$ cat config.mk
export PLATFORM = sky130hd
export DESIGN_NAME = sdrc_ctrl
export DESIGN_NICKNAME = d
export VERILOG_FILES = /design/src/core/sdrc_pkg.sv /design/src/core/sdrc_ctrl.sv
export SDC_FILE = /design/constraint.sdc
export NUM_CORES = 1
export LEC_CHECK = 0
export ABC_AREA = 1
export BUFFER_PORTS_ARGS = -buffer_cell sky130_fd_sc_hd__buf_4
export CORE_UTILIZATION = 30
export DETAILED_ROUTE_END_ITERATION = 7
export PLACE_DENSITY_LB_ADDON = 0.08
export REMOVE_ABC_BUFFERS = 1
export SLEW_MARGIN = 20
export SYNTH_ARGS = -nofsm -noshare
export SYNTH_HDL_FRONTEND = slang
export SYNTH_HIERARCHICAL = 1
export SYNTH_SLANG_ARGS = --single-unit
$ cat constraint.sdc
create_clock -name clk_sys -period 3 [get_ports clk_sys]
set_input_delay 0 -clock clk_sys [delete_from_list [all_inputs] [get_ports clk_sys]]
set_output_delay 0 -clock clk_sys [all_outputs]
set_load 0.02 [all_outputs]
$ cat src/core/sdrc_pkg.sv
package sdrc_pkg;
   localparam int CLK_MHZ = 200;
   localparam int T_REFI_NS = 7800;
   localparam int T_REFI_HOT_NS = 3900;
   localparam int T_RP_NS = 14;
   localparam int T_RCD_NS = 14;
   localparam int T_RFC_NS = 350;
   localparam int T_XS_NS = 360;
   // Longest intervals round down, least times round up
   localparam logic [10:0] REFI_CYC = 11'((T_REFI_NS * CLK_MHZ) / 1000);
   localparam logic [10:0] REFI_HOT_CYC = 11'((T_REFI_HOT_NS * CLK_MHZ) / 1000);
   localparam logic [7:0] RP_CYC = 8'((T_RP_NS * CLK_MHZ + 999) / 1000);
   localparam logic [7:0] RCD_CYC = 8'((T_RCD_NS * CLK_MHZ + 999) / 1000);
   localparam logic [7:0] RFC_CYC = 8'((T_RFC_NS * CLK_MHZ + 999) / 1000);
   localparam logic [7:0] XS_CYC = 8'((T_XS_NS * CLK_MHZ + 999) / 1000);
   localparam logic [9:0] VREF_WR_CLK = 10'h200;
   localparam logic [4:0] RD_LAT = 5'h06;
   localparam logic [4:0] WR_LAT = 5'h05;
   localparam logic [4:0] SYNC_LAT = 5'h02;
   localparam logic [3:0] BEATS_CHOP = 4'h4;
   localparam logic [3:0] BEATS_FULL = 4'h8;
   localparam logic [3:0] POST_MAX = 4'h8;
   localparam int NBANK = 8;
   localparam int DQ_W = 8;
   localparam int FIFO_DEPTH = 8;
   localparam int ADDR_AP = 10;
   localparam int ADDR_BC = 12;
   // Command pins {cs_n, ras_n, cas_n, we_n}
   localparam logic [3:0] CMD_NOP = 4'h7;
   localparam logic [3:0] CMD_RD = 4'h5;
   localparam logic [3:0] CMD_WR = 4'h4;
   localparam logic [3:0] CMD_ACT = 4'h3;
   localparam logic [3:0] CMD_PRE = 4'h2;
   localparam logic [3:0] CMD_REF = 4'h1;
   typedef enum logic [1:0] {
      OP_READ = 2'h0,
      OP_WRITE = 2'h1,
      OP_PRE = 2'h2,
      OP_SREF = 2'h3
   } sdrc_op_e;
   typedef enum logic [1:0] {
      ST_IDLE = 2'h0,
      ST_BURST = 2'h1,
      ST_SREF = 2'h3
   } sdrc_st_e;
   typedef struct packed {
      sdrc_op_e op;
      logic auto_close;
      logic chop;
      logic all_banks;
      logic [2:0] bank;
      logic [15:0] row;
      logic [9:0] col;
   } sdrc_req_s;
   typedef struct packed {
      logic [DQ_W-1:0] data;
      logic mask;
   } sdrc_wdat_s;
   typedef struct packed {
      logic cke;
      logic [3:0] cmd;
      logic [2:0] ba;
      logic [15:0] addr;
   } sdrc_pins_s;
endpackage

$ cat src/core/sdrc_ctrl.sv
`timescale 1ns/1ps
`default_nettype none

module sdrc_fifo #(
   parameter int W = 9,
   parameter int D = 8
) (
   input wire logic clk_sys,
   input wire logic rst_n,
   input wire logic in_valid,
   output logic in_ready,
   input wire logic [W-1:0] in_data,
   output logic out_valid,
   input wire logic out_ready,
   output logic [W-1:0] out_data,
   output logic [$clog2(D):0] count
);
   localparam int AW = $clog2(D);
   logic [W-1:0] mem [D];
   logic [AW:0] wp;
   logic [AW:0] rp;

   assign count = wp - rp;
   assign in_ready = count != (AW+1)'(D);
   assign out_valid = count != '0;
   assign out_data = mem[rp[AW-1:0]];

   always_ff @(posedge clk_sys) begin
      if (in_valid && in_ready) begin
         mem[wp[AW-1:0]] <= in_data;
      end
   end

   always_ff @(posedge clk_sys) begin
      if (!rst_n) begin
         wp <= '0;
      end else if (in_valid && in_ready) begin
         wp <= wp + 1'b1;
      end
   end

   always_ff @(posedge clk_sys) begin
      if (!rst_n) begin
         rp <= '0;
      end else if (out_valid && out_ready) begin
         rp <= rp + 1'b1;
      end
   end
endmodule

module sdrc_ctrl (
   input wire logic clk_sys,
   input wire logic rst_n,
   input wire logic otf_en,
   input wire logic mrs_chop,
   input wire logic hot_temp,
   input wire logic vref_floated,
   input wire logic req_valid,
   output logic req_ready,
   input wire sdrc_pkg::sdrc_req_s req,
   input wire logic wd_valid,
   output logic wd_ready,
   input wire sdrc_pkg::sdrc_wdat_s wd,
   output logic rd_valid,
   output logic [sdrc_pkg::DQ_W-1:0] rd_data,
   output var sdrc_pkg::sdrc_pins_s pins,
   output logic dm,
   output logic [sdrc_pkg::DQ_W-1:0] dq_out,
   output logic dq_oe,
   input wire logic [sdrc_pkg::DQ_W-1:0] dq_in,
   output logic dqs_out,
   output logic dqs_oe,
   input wire logic dqs_in
);
   sdrc_pkg::sdrc_st_e st;
   sdrc_pkg::sdrc_wdat_s f_data;
   logic [$bits(sdrc_pkg::sdrc_wdat_s)-1:0] f_raw;
   logic f_valid;
   logic [3:0] f_cnt;
   logic [sdrc_pkg::NBANK-1:0] bank_open;
   logic [15:0] open_row [sdrc_pkg::NBANK];
   logic [7:0] wait_cnt;
   logic [7:0] act_wait;
   logic [10:0] ref_tmr;
   logic [3:0] owed;
   logic [9:0] vref_hold;
   logic [4:0] cyc;
   logic [4:0] burst_end;
   logic [3:0] nbeats;
   logic [3:0] beats;
   logic is_wr;
   logic auto_cl;
   logic ref_due;
   logic ref_tick;
   logic do_act;
   logic do_pre;
   logic pre_all;
   logic do_ref;
   logic do_rw;
   logic do_sre;
   logic do_srx;
   logic wr_beat;
   logic rd_beat;
   logic [sdrc_pkg::DQ_W-1:0] dq_s1;
   logic [sdrc_pkg::DQ_W-1:0] dq_s2;
   logic dqs_s1;
   logic dqs_s2;
   logic [3:0] next_cmd;
   logic [2:0] next_ba;
   logic [15:0] next_addr;
   logic next_cke;

   // Write data staging
   sdrc_fifo #(
      .W($bits(sdrc_pkg::sdrc_wdat_s)),
      .D(sdrc_pkg::FIFO_DEPTH)
   ) u_wfifo (
      .clk_sys(clk_sys),
      .rst_n(rst_n),
      .in_valid(wd_valid),
      .in_ready(wd_ready),
      .in_data(wd),
      .out_valid(f_valid),
      .out_ready(wr_beat),
      .out_data(f_raw),
      .count(f_cnt)
   );
   assign f_data = f_raw;

   // Burst length from A12 or from the fixed mode setting
   assign beats = (otf_en ? req.chop : mrs_chop) ? sdrc_pkg::BEATS_CHOP :
                  sdrc_pkg::BEATS_FULL;
   assign burst_end = (is_wr ? sdrc_pkg::WR_LAT : sdrc_pkg::RD_LAT + sdrc_pkg::SYNC_LAT)
                      + {1'b0, nbeats};
   assign ref_due = owed == sdrc_pkg::POST_MAX || (owed != 4'h0 && !req_valid);
   assign ref_tick = ref_tmr == 11'h000;

   // Command selection, one command per cycle at most
   always_comb begin
      do_act = 1'b0;
      do_pre = 1'b0;
      pre_all = 1'b0;
      do_ref = 1'b0;
      do_rw = 1'b0;
      do_sre = 1'b0;
      do_srx = 1'b0;
      req_ready = 1'b0;
      case (st)
         sdrc_pkg::ST_IDLE: begin
            if (wait_cnt == 8'h00) begin
               if (ref_due) begin
                  if (|bank_open) begin
                     do_pre = 1'b1;
                     pre_all = 1'b1;
                  end else begin
                     do_ref = 1'b1;
                  end
               end else if (req_valid) begin
                  case (req.op)
                     sdrc_pkg::OP_READ, sdrc_pkg::OP_WRITE: begin
                        if (!bank_open[req.bank]) begin
                           do_act = act_wait == 8'h00;
                        end else if (open_row[req.bank] != req.row) begin
                           do_pre = 1'b1;
                        end else begin
                           // Another bank may still be auto closing here
                           do_rw = req.op == sdrc_pkg::OP_READ ||
                                   ({1'b0, f_cnt} >= {1'b0, beats} &&
                                    vref_hold == 10'h000);
                           req_ready = do_rw;
                        end
                     end
                     sdrc_pkg::OP_PRE: begin
                        do_pre = 1'b1;
                        pre_all = req.all_banks;
                        req_ready = 1'b1;
                     end
                     sdrc_pkg::OP_SREF: begin
                        if (|bank_open) begin
                           do_pre = 1'b1;
                           pre_all = 1'b1;
                        end else begin
                           do_sre = 1'b1;
                           req_ready = 1'b1;
                        end
                     end
                     default: begin
                     end
                  endcase
               end
            end
         end
         sdrc_pkg::ST_SREF: begin
            do_srx = req_valid;
         end
         default: begin
         end
      endcase
   end

   // Pin values for the selected command
   always_comb begin
      next_cmd = sdrc_pkg::CMD_NOP;
      next_ba = pins.ba;
      next_addr = pins.addr;
      next_cke = pins.cke;
      if (do_act) begin
         next_cmd = sdrc_pkg::CMD_ACT;
         next_ba = req.bank;
         next_addr = req.row;
      end
      if (do_pre) begin
         next_cmd = sdrc_pkg::CMD_PRE;
         next_ba = req.bank;
         next_addr = 16'h0000;
         next_addr[sdrc_pkg::ADDR_AP] = pre_all;
      end
      if (do_ref || do_sre) begin
         next_cmd = sdrc_pkg::CMD_REF;
         next_cke = !do_sre;
      end
      if (do_rw) begin
         next_cmd = (req.op == sdrc_pkg::OP_READ) ? sdrc_pkg::CMD_RD :
                    sdrc_pkg::CMD_WR;
         next_ba = req.bank;
         next_addr = {6'h00, req.col};
         next_addr[sdrc_pkg::ADDR_AP] = req.auto_close;
         next_addr[sdrc_pkg::ADDR_BC] = !(otf_en && req.chop);
      end
      if (do_srx) begin
         next_cke = 1'b1;
      end
   end

   // Pins change on the rising edge the device samples
   always_ff @(posedge clk_sys) begin
      if (!rst_n) begin
         pins <= '{cke: 1'b1, cmd: sdrc_pkg::CMD_NOP, ba: 3'h0, addr: 16'h0000};
      end else begin
         pins <= '{cke: next_cke, cmd: next_cmd, ba: next_ba, addr: next_addr};
      end
   end

   // Sequencer
   always_ff @(posedge clk_sys) begin
      if (!rst_n) begin
         st <= sdrc_pkg::ST_IDLE;
         cyc <= 5'h00;
         is_wr <= 1'b0;
         nbeats <= 4'h0;
         auto_cl <= 1'b0;
      end else begin
         case (st)
            sdrc_pkg::ST_IDLE: begin
               if (do_rw) begin
                  st <= sdrc_pkg::ST_BURST;
                  cyc <= 5'h00;
                  is_wr <= req.op == sdrc_pkg::OP_WRITE;
                  nbeats <= beats;
                  auto_cl <= req.auto_close;
               end else if (do_sre) begin
                  st <= sdrc_pkg::ST_SREF;
               end
            end
            sdrc_pkg::ST_BURST: begin
               if (cyc == burst_end) begin
                  st <= sdrc_pkg::ST_IDLE;
               end else begin
                  cyc <= cyc + 5'h01;
               end
            end
            sdrc_pkg::ST_SREF: begin
               if (do_srx) begin
                  st <= sdrc_pkg::ST_IDLE;
               end
            end
            default: begin
               st <= sdrc_pkg::ST_IDLE;
            end
         endcase
      end
   end

   // Command spacing timer
   always_ff @(posedge clk_sys) begin
      if (!rst_n) begin
         wait_cnt <= 8'h00;
      end else if (do_act) begin
         wait_cnt <= sdrc_pkg::RCD_CYC;
      end else if (do_pre) begin
         wait_cnt <= sdrc_pkg::RP_CYC;
      end else if (do_ref) begin
         wait_cnt <= sdrc_pkg::RFC_CYC;
      end else if (do_srx) begin
         wait_cnt <= sdrc_pkg::XS_CYC;
      end else if (wait_cnt != 8'h00) begin
         wait_cnt <= wait_cnt - 8'h01;
      end
   end

   // Activate hold-off after an auto precharge
   always_ff @(posedge clk_sys) begin
      if (!rst_n) begin
         act_wait <= 8'h00;
      end else if (st == sdrc_pkg::ST_BURST && cyc == burst_end && auto_cl) begin
         act_wait <= sdrc_pkg::RP_CYC;
      end else if (act_wait != 8'h00) begin
         act_wait <= act_wait - 8'h01;
      end
   end

   // Open row tracking per bank
   for (genvar b = 0; b < sdrc_pkg::NBANK; b++) begin : g_bank
      logic open;
      logic [15:0] row;
      logic hit;
      assign hit = req.bank == 3'(b);
      assign bank_open[b] = open;
      assign open_row[b] = row;
      always_ff @(posedge clk_sys) begin
         if (!rst_n) begin
            open <= 1'b0;
            row <= 16'h0000;
         end else if (do_act && hit) begin
            open <= 1'b1;
            row <= req.row;
         end else if ((do_pre && (pre_all || hit)) ||
                      (do_rw && req.auto_close && hit)) begin
            open <= 1'b0;
         end
      end
   end

   // Refresh credit, frozen while the device refreshes itself
   always_ff @(posedge clk_sys) begin
      if (!rst_n) begin
         ref_tmr <= sdrc_pkg::REFI_CYC;
         owed <= 4'h0;
      end else if (st != sdrc_pkg::ST_SREF) begin
         // Reload one short so the tick period equals the interval
         ref_tmr <= ref_tick ? (hot_temp ? sdrc_pkg::REFI_HOT_CYC : sdrc_pkg::REFI_CYC) -
                    11'h001 : ref_tmr - 11'h001;
         // A new credit and a refresh taken in the same cycle both count, even at the cap
         owed <= owed + {3'h0, ref_tick && (owed != sdrc_pkg::POST_MAX || do_ref)}
                 - {3'h0, do_ref};
      end
   end

   // Write hold-off after self refresh with floated reference
   always_ff @(posedge clk_sys) begin
      if (!rst_n) begin
         vref_hold <= 10'h000;
      end else if (do_srx && vref_floated) begin
         vref_hold <= sdrc_pkg::VREF_WR_CLK;
      end else if (vref_hold != 10'h000) begin
         vref_hold <= vref_hold - 10'h001;
      end
   end

   assign wr_beat = st == sdrc_pkg::ST_BURST && is_wr && f_valid &&
                    cyc >= sdrc_pkg::WR_LAT - 5'h01 &&
                    cyc < sdrc_pkg::WR_LAT - 5'h01 + {1'b0, nbeats};
   assign rd_beat = st == sdrc_pkg::ST_BURST && !is_wr &&
                    cyc >= sdrc_pkg::RD_LAT + sdrc_pkg::SYNC_LAT &&
                    cyc < burst_end;

   // Write data, mask and strobe
   always_ff @(posedge clk_sys) begin
      if (!rst_n) begin
         dq_out <= '0;
         dm <= 1'b0;
         dq_oe <= 1'b0;
         dqs_oe <= 1'b0;
         dqs_out <= 1'b0;
      end else begin
         dq_oe <= wr_beat;
         dqs_oe <= wr_beat;
         dqs_out <= wr_beat && cyc[0];
         if (wr_beat) begin
            dq_out <= f_data.data;
            dm <= f_data.mask;
         end
      end
   end

   // Read data synchroniser and capture
   always_ff @(posedge clk_sys) begin
      if (!rst_n) begin
         dq_s1 <= '0;
         dq_s2 <= '0;
         dqs_s1 <= 1'b0;
         dqs_s2 <= 1'b0;
      end else begin
         dq_s1 <= dq_in;
         dq_s2 <= dq_s1;
         dqs_s1 <= dqs_in;
         dqs_s2 <= dqs_s1;
      end
   end

   always_ff @(posedge clk_sys) begin
      if (!rst_n) begin
         rd_valid <= 1'b0;
         rd_data <= '0;
      end else begin
         rd_valid <= rd_beat;
         if (rd_beat) begin
            rd_data <= dq_s2;
         end
      end
   end
endmodule

`default_nettype wire

# Word level (Yosys, flattened, before mapping)
# Memory sizes are Yosys's and may differ from the RTL's. A register that Yosys moved wholly into a read port is not among the register bits.
# Index checks and enable logic that the tools add are counted.
# classes
n_mux	97
multipliers	0
shifts	0
n_lt_le_gt_ge	7
n_bitwise	2
n_reduce_logical	106
eq_ne	23
div	0
addsub	13
# op_table
operator	n
two-way mux 1 bit	59
binary-select mux 16 bit (select 3 bit)	1
logical AND 1 bit	42
two-way mux 13 bit	3
two-way mux 16 bit	2
nonzero test 2 bit	12
two-way mux 11 bit	2
subtractor 11 x 1 -> 11 bit, second input constant	2
two-way mux 7 bit	3
logical OR 1 bit	20
two-way mux 10 bit	2
two-way mux 4 bit	5
zero test 8 bit	2
two-way mux 2 bit	8
!= test 16 bit	1
nonzero test 8 bit	2
subtractor 8 x 1 -> 8 bit, second input constant	2
== test 3 bit, second input constant	4
two-way mux 3 bit	4
zero test 11 bit	1
zero test 10 bit	1
< comparator 5 bit	2
two-way mux 5 bit	2
!= test 2 bit, second input constant	5
42 further kinds	61
# totals
in_bits	60
mem_count	1
mem_bits_ro	0
register_bits	249
ramBits	72
latchBits	0
# memory_table
name	depth	width	rd	rd_clocked_by_memory_dff	wr	line	text
u_wfifo.mem	8	9	1	1	1	sdrc_ctrl.sv:19	logic [W-1:0] mem [D];

# Longest topological paths before layout
# depth
depth_word	17
ltp_mapped	25
mapped_depth_nobuf	22

# Cells and area by module
# Netlist, hierarchy kept.
# modules_own_cells
module	instances	cells_per_inst	area_each_um2
sdrc_ctrl	1	1708	11708.7
sdrc_fifo	1	324	3583.4

# Worst setup path before layout
# Ideal clock, no wire load.
# synth_path
kind	reg-to-reg
startpoint	reg u_wfifo.wp[0]
endpoint	reg cyc[4]
setup_time_ps	119
arrival_ps	3052
setup_slack_ps	-170
path_stages_with_launch	21
n_path_buf	1
t_required_ps	2881
path_cell_list	dfxtp_1 > buf_2 > inv_1 > ha_1 > inv_2 > fa_1 > nand2_1 > inv_1 > nor2_4 > inv_1 > ha_1 > nand2_1 > o31ai_1 > a21oi_1 > or2_0 > nor2_2 > nand3_4 > nand2_2 > nand3_1 > nor3b_1 > nor2_1
# synth_between
elab_chain_len	13
# synth_lines
element	line	text
start, declared	sdrc_ctrl.sv:20	logic [AW:0] wp;
start signal, assigned	sdrc_ctrl.sv:38	wp <= wp + 1'b1;
subtractor 4 bit	sdrc_ctrl.sv:23	assign count = wp - rp;
via f_cnt[2]	sdrc_ctrl.sv:79	logic [3:0] f_cnt;
>= comparator 4 bit	sdrc_ctrl.sv:168	({1'b0, f_cnt} >= {1'b0, beats} &&
logical AND 1 bit	sdrc_ctrl.sv:168	
logical OR 1 bit	sdrc_ctrl.sv:167	do_rw = req.op == sdrc_pkg::OP_READ ||
two-way mux 1 bit	sdrc_ctrl.sv:163	end else if (open_row[req.bank] != req.row) begin
two-way mux 1 bit	sdrc_ctrl.sv:161	if (!bank_open[req.bank]) begin
two-way mux 1 bit	sdrc_ctrl.sv:159	case (req.op)
two-way mux 1 bit	sdrc_ctrl.sv:158	end else if (req_valid) begin
two-way mux 1 bit	sdrc_ctrl.sv:151	if (ref_due) begin
two-way mux 1 bit	sdrc_ctrl.sv:150	if (wait_cnt == 8'h00) begin
two-way mux 1 bit	sdrc_ctrl.sv:148	case (st)
!= test 2 bit (no line)	-	
AND reduction 3 bit (no line)	-	
end signal, assigned	sdrc_ctrl.sv:269	cyc <= cyc + 5'h01;
end, declared	sdrc_ctrl.sv:87	logic [4:0] cyc;
# The timed path passes the listed nets, and every way through them passes these cells.
# A chain may end at the register's enable or synchronous reset.

# Final worst setup path
# layout_path
startpoint	reg u_wfifo.rp[2]
endpoint	out req_ready
# layout_between
elab_chain_len	11
# layout_lines
element	line	text
start, declared	sdrc_ctrl.sv:21	logic [AW:0] rp;
start signal, assigned	sdrc_ctrl.sv:46	rp <= rp + 1'b1;
subtractor 4 bit	sdrc_ctrl.sv:23	
via f_cnt[3]	sdrc_ctrl.sv:79	
>= comparator 4 bit	sdrc_ctrl.sv:168	
logical AND 1 bit	sdrc_ctrl.sv:168	
logical OR 1 bit	sdrc_ctrl.sv:167	
two-way mux 1 bit	sdrc_ctrl.sv:163	
two-way mux 1 bit	sdrc_ctrl.sv:161	
one-hot mux 1 bit (3 select lines)	sdrc_ctrl.sv:159	
two-way mux 1 bit	sdrc_ctrl.sv:158	
two-way mux 1 bit	sdrc_ctrl.sv:151	
two-way mux 1 bit	sdrc_ctrl.sv:150	
two-way mux 1 bit	sdrc_ctrl.sv:148	
end, declared	sdrc_ctrl.sv:59	output logic req_ready,
# The timed path passes the listed nets, and every way through them passes these cells.

==> impl_results.md <==
- Slew HR: 26.5%
- Clk_lat worst skew: 0.56 ns
- FFs w/ async S/R, synth: 0%
- GR Overflow Total: 0
- CP Cell Sequence: inv_1, ha_1, or2_1, nand2_1, nand2_2, nand2_2, ha_4, a21oi_2, o31ai_4, a21oi_2, or2_0, nor2_2, buf_6, o211a_4, buf_6
- Max-Cap Viols: 0
- Vias per cell: 4.68
- CP startpoint kind: flop
- Slowest-stage cell, CP: dfxtp_1
- Number of synthesized flops with an enable pin: 72
- Top Ports: 107
- Drt pass-1 iters: 5
- Starting Density: 30.5%
- Hold path start: req[28]
- Clock network fraction of total power: 36.3%
- Synth Cell Area: 0.0153 sq mm
- Sequential Power Share: 39.6%
- Worst Path Class, Setup: flop to primary output
- Reg-to-reg startpoint: u_wfifo/wp[0]$_SDFFE_PN0P_
- Final setup violation count: 3
- Number of global-route vias before repair: 13202
- Net Switching: 4.15 mW
- Power density over cell area: 667 mW/mm^2
- Top area cells in the synthesized netlist: dfxtp_1, edfxtp_1, nand2_1
- Share of cells above drive strength 1: 15.3%
- FP Rows: 82
- DRC viols: 0
- Core box area: 0.0502 sq mm
- TritonCTS clock tree: built
- Worst hold path class: input port to flop
- DP Cell Count: 2791
- Post-synth top area share: 33.8%
- Clk buf depth: 3
- Post-route minimum period: 3.07 ns
- Outcome: complete, but fails checks
- Post-synth cell types: 51
- CP Capture Type: primary output
- Diodes inserted: 0
- Clock skew: 0.0140 ns
- Final Hold Fails: 0
- Gate power share: 24.1%
- Die width: 228 microns
- Mean Syn Cell Area: 7.53 sq um
- Crit path DAT: 3.07 ns
- Max stage delay on crit path: 0.32 ns
- Iteration-0 DRC Markers: 843
- Final GP Congestion: 0.798
- Finished Core Util: 38.9%
- Dpl hpwl: 30100 microns
- Pin count of the biggest net entering global routing: 131
- Ys flop type: dfxtp_1
- Pint: 8.87 mW
- Most common cell in the netlist: nand2_1
- Final critical-path share of the clock period: 102%
- Die ar.: 0.0519 sq mm
- Post-Syn Instances: 2032
- Slew @ Worst Pin: 1.10 ns
- Clock slew at reported path FFs: 0.06 ns
- H-tree lvl count: 2
- Inserted Clock Buffers: 40
- VDD IR max: 0.430 mV
- Seq/Total Area, Yosys: 47.9%
- First-pass GRT wire length: 74300 microns
- Achievable Freq: 326 MHz
- Final Max Tran Viols: 0
- I/O Buffers: 104
- Die Ht: 228 microns
- Final ANT Viol Nets: 0
- Initial antenna violation count: 0
- Switching Fraction: 31.9%
- Violated checks: setup timing
- Vias: 13762
- Clk root buf: clkbuf_16
- Wirelength per Cell: 16.1 microns
- Ys Warns: 6
- Min setup slack post-route: -0.0706 ns
- Final WL: 47300 microns
- Leak: 8.09 nW
- Final nets: 2329
- GRT Resource Usage Total: 18.0%
- RSZ-0062 raised after global routing: true
- Clock sink count: 330
- Area leader, netlist: dfxtp_1
- Critical Path Start: u_wfifo/rp[2]$_SDFFE_PN0P_
- Seq cells post-synth: 330
- Final Non-Filler Cells: 2940
- Layout area overhead: 27.6%
- Crit-path max FO: 3
- Top post-synthesis cells by count: nand2_1, nor2_1, dfxtp_1
- Worst EP required: 3.00 ns
[critical path, delay by kind of cell, from the launching register on]
family | cells | cell delay (ns)
simple gates | 6 | 0.72
compound gates | 4 | 0.65
fa+ha+maj | 2 | 0.50
flops | 1 | 0.32
buf+inv | 3 | 0.30
[final cells by class]
type / count / area (sq um)
clock inverter: 12 / 91.3
timing repair buffer: 255 / 2260
multi-input combinational: 1387 / 6970
fill: 5226 / 30700
inverter: 224 / 855
tap: 672 / 841
sequential: 330 / 7330
clock buffer: 60 / 1160
[power groups by stage]
stage / logic (mW) / clock network [mW] / registers, mW
3_5_place_dp: 2.82 / 0 / 5.24
6_report: 3.14 / 4.72 / 5.16
4_1_cts: 2.99 / 4.86 / 5.16
3_3_place_gp: 2.78 / 0 / 5.25
5_1_grt: 3.53 / 5.03 / 5.20
2_1_floorplan: 1.72 / 0 / 5.28
[per-stage QoR]
stage	power (mW)	area [sq um]	hold WS (ns)	TNS, ns	setup slack [ns]
5_1_grt	13.8	19500	0.120	-5.87	-0.284
2_1_floorplan	7.00	14800	0.0689	-29.50	-0.423
3_5_place_dp	8.06	17100	0.191	-8.25	-0.314
6_report	13.0	19500	0.119	-0.110	-0.0706
3_3_place_gp	8.03	17100	0.188	-4.38	-0.181
4_1_cts	13.0	19200	0.105	-0.592	-0.237
[worst paths after layout]
kind | to | slack (ns) | cells after the start
min reg2reg | dq_s2[3]$_SDFF_PN0_ | 0.41 | 2
max reg2reg | cyc[4]$_SDFFE_PN0P_ | -0.04 | 22
max | req_ready | -0.07 | 15
min | pins[18]$_SDFFE_PN0P_ | 0.12 | 6
[cell families after synthesis]
group,after synthesis,synth area share [%]
AO/OA/AOI/OAI,466,16.1
XOR/XNOR,8,0.458
adder cells (fa/ha/maj),31,2.68
buffers and inverters,318,8.48
flip-flops,330,47.9
other,1,0.0245
AND/OR/NAND/NOR,878,24.4
[registers in the layout (all words and copies together), names as in the netlist, 8 cells and up, named ones only]
register     flops
dq_out           8
g_bank.open      8
act_wait         8
rd_data          8
ref_tmr         11
pins            23
g_bank.row     128
vref_hold       10
u_wfifo/mem     72
dq_s1            8
wait_cnt         8
dq_s2            8
[placed cells by master (no fill, tap or decap), drive strengths merged, types with 2 or more instances in the layout]
cell type    netlist  final
nand2            442    442
nor2             276    276
dfxtp            258    258
o21ai            223    223
inv              208    210
buf               46    191
a21oi            189    189
nand3             91     94
edfxtp            72     72
dlygate4sd3        0     63
clkbuf            48     61
nor3              29     29
ha                28     28
clkinv            16     25
nand4             18     18
a211oi            17     17
a31oi             12     12
o21a               9      9
or2                8      8
nor4               7      7
xor2               6      6
o22ai              5      5
nand3b             4      4
nor3b              3      3
fa                 3      3
o211ai             2      2
a32oi              2      2
xnor2              2      2
o31ai              2      2
o211a              2      2
[what timing repair did]
action                                  CTS  global route
cloned                                    3             2
hold buffers                             63             0
pin swaps                                15            29
gates resized for setup                  39            51
setup buffers                             5             4
endpoints found under the setup margin   40            57
hold endpoints to repair                283             0
[routing by layer]
layer | global-route usage, % | vias up | wire, microns
li1 | - | 7077 | -
met1 | 25.6 | 6389 | 23800
met2 | 28.2 | 234 | 20700
met3 | 2.99 | 62 | 1990
met4 | 4.31 | 0 | 852
met5 | 0 | - | 0
No activity file was read; power rests on OpenSTA's default activity.
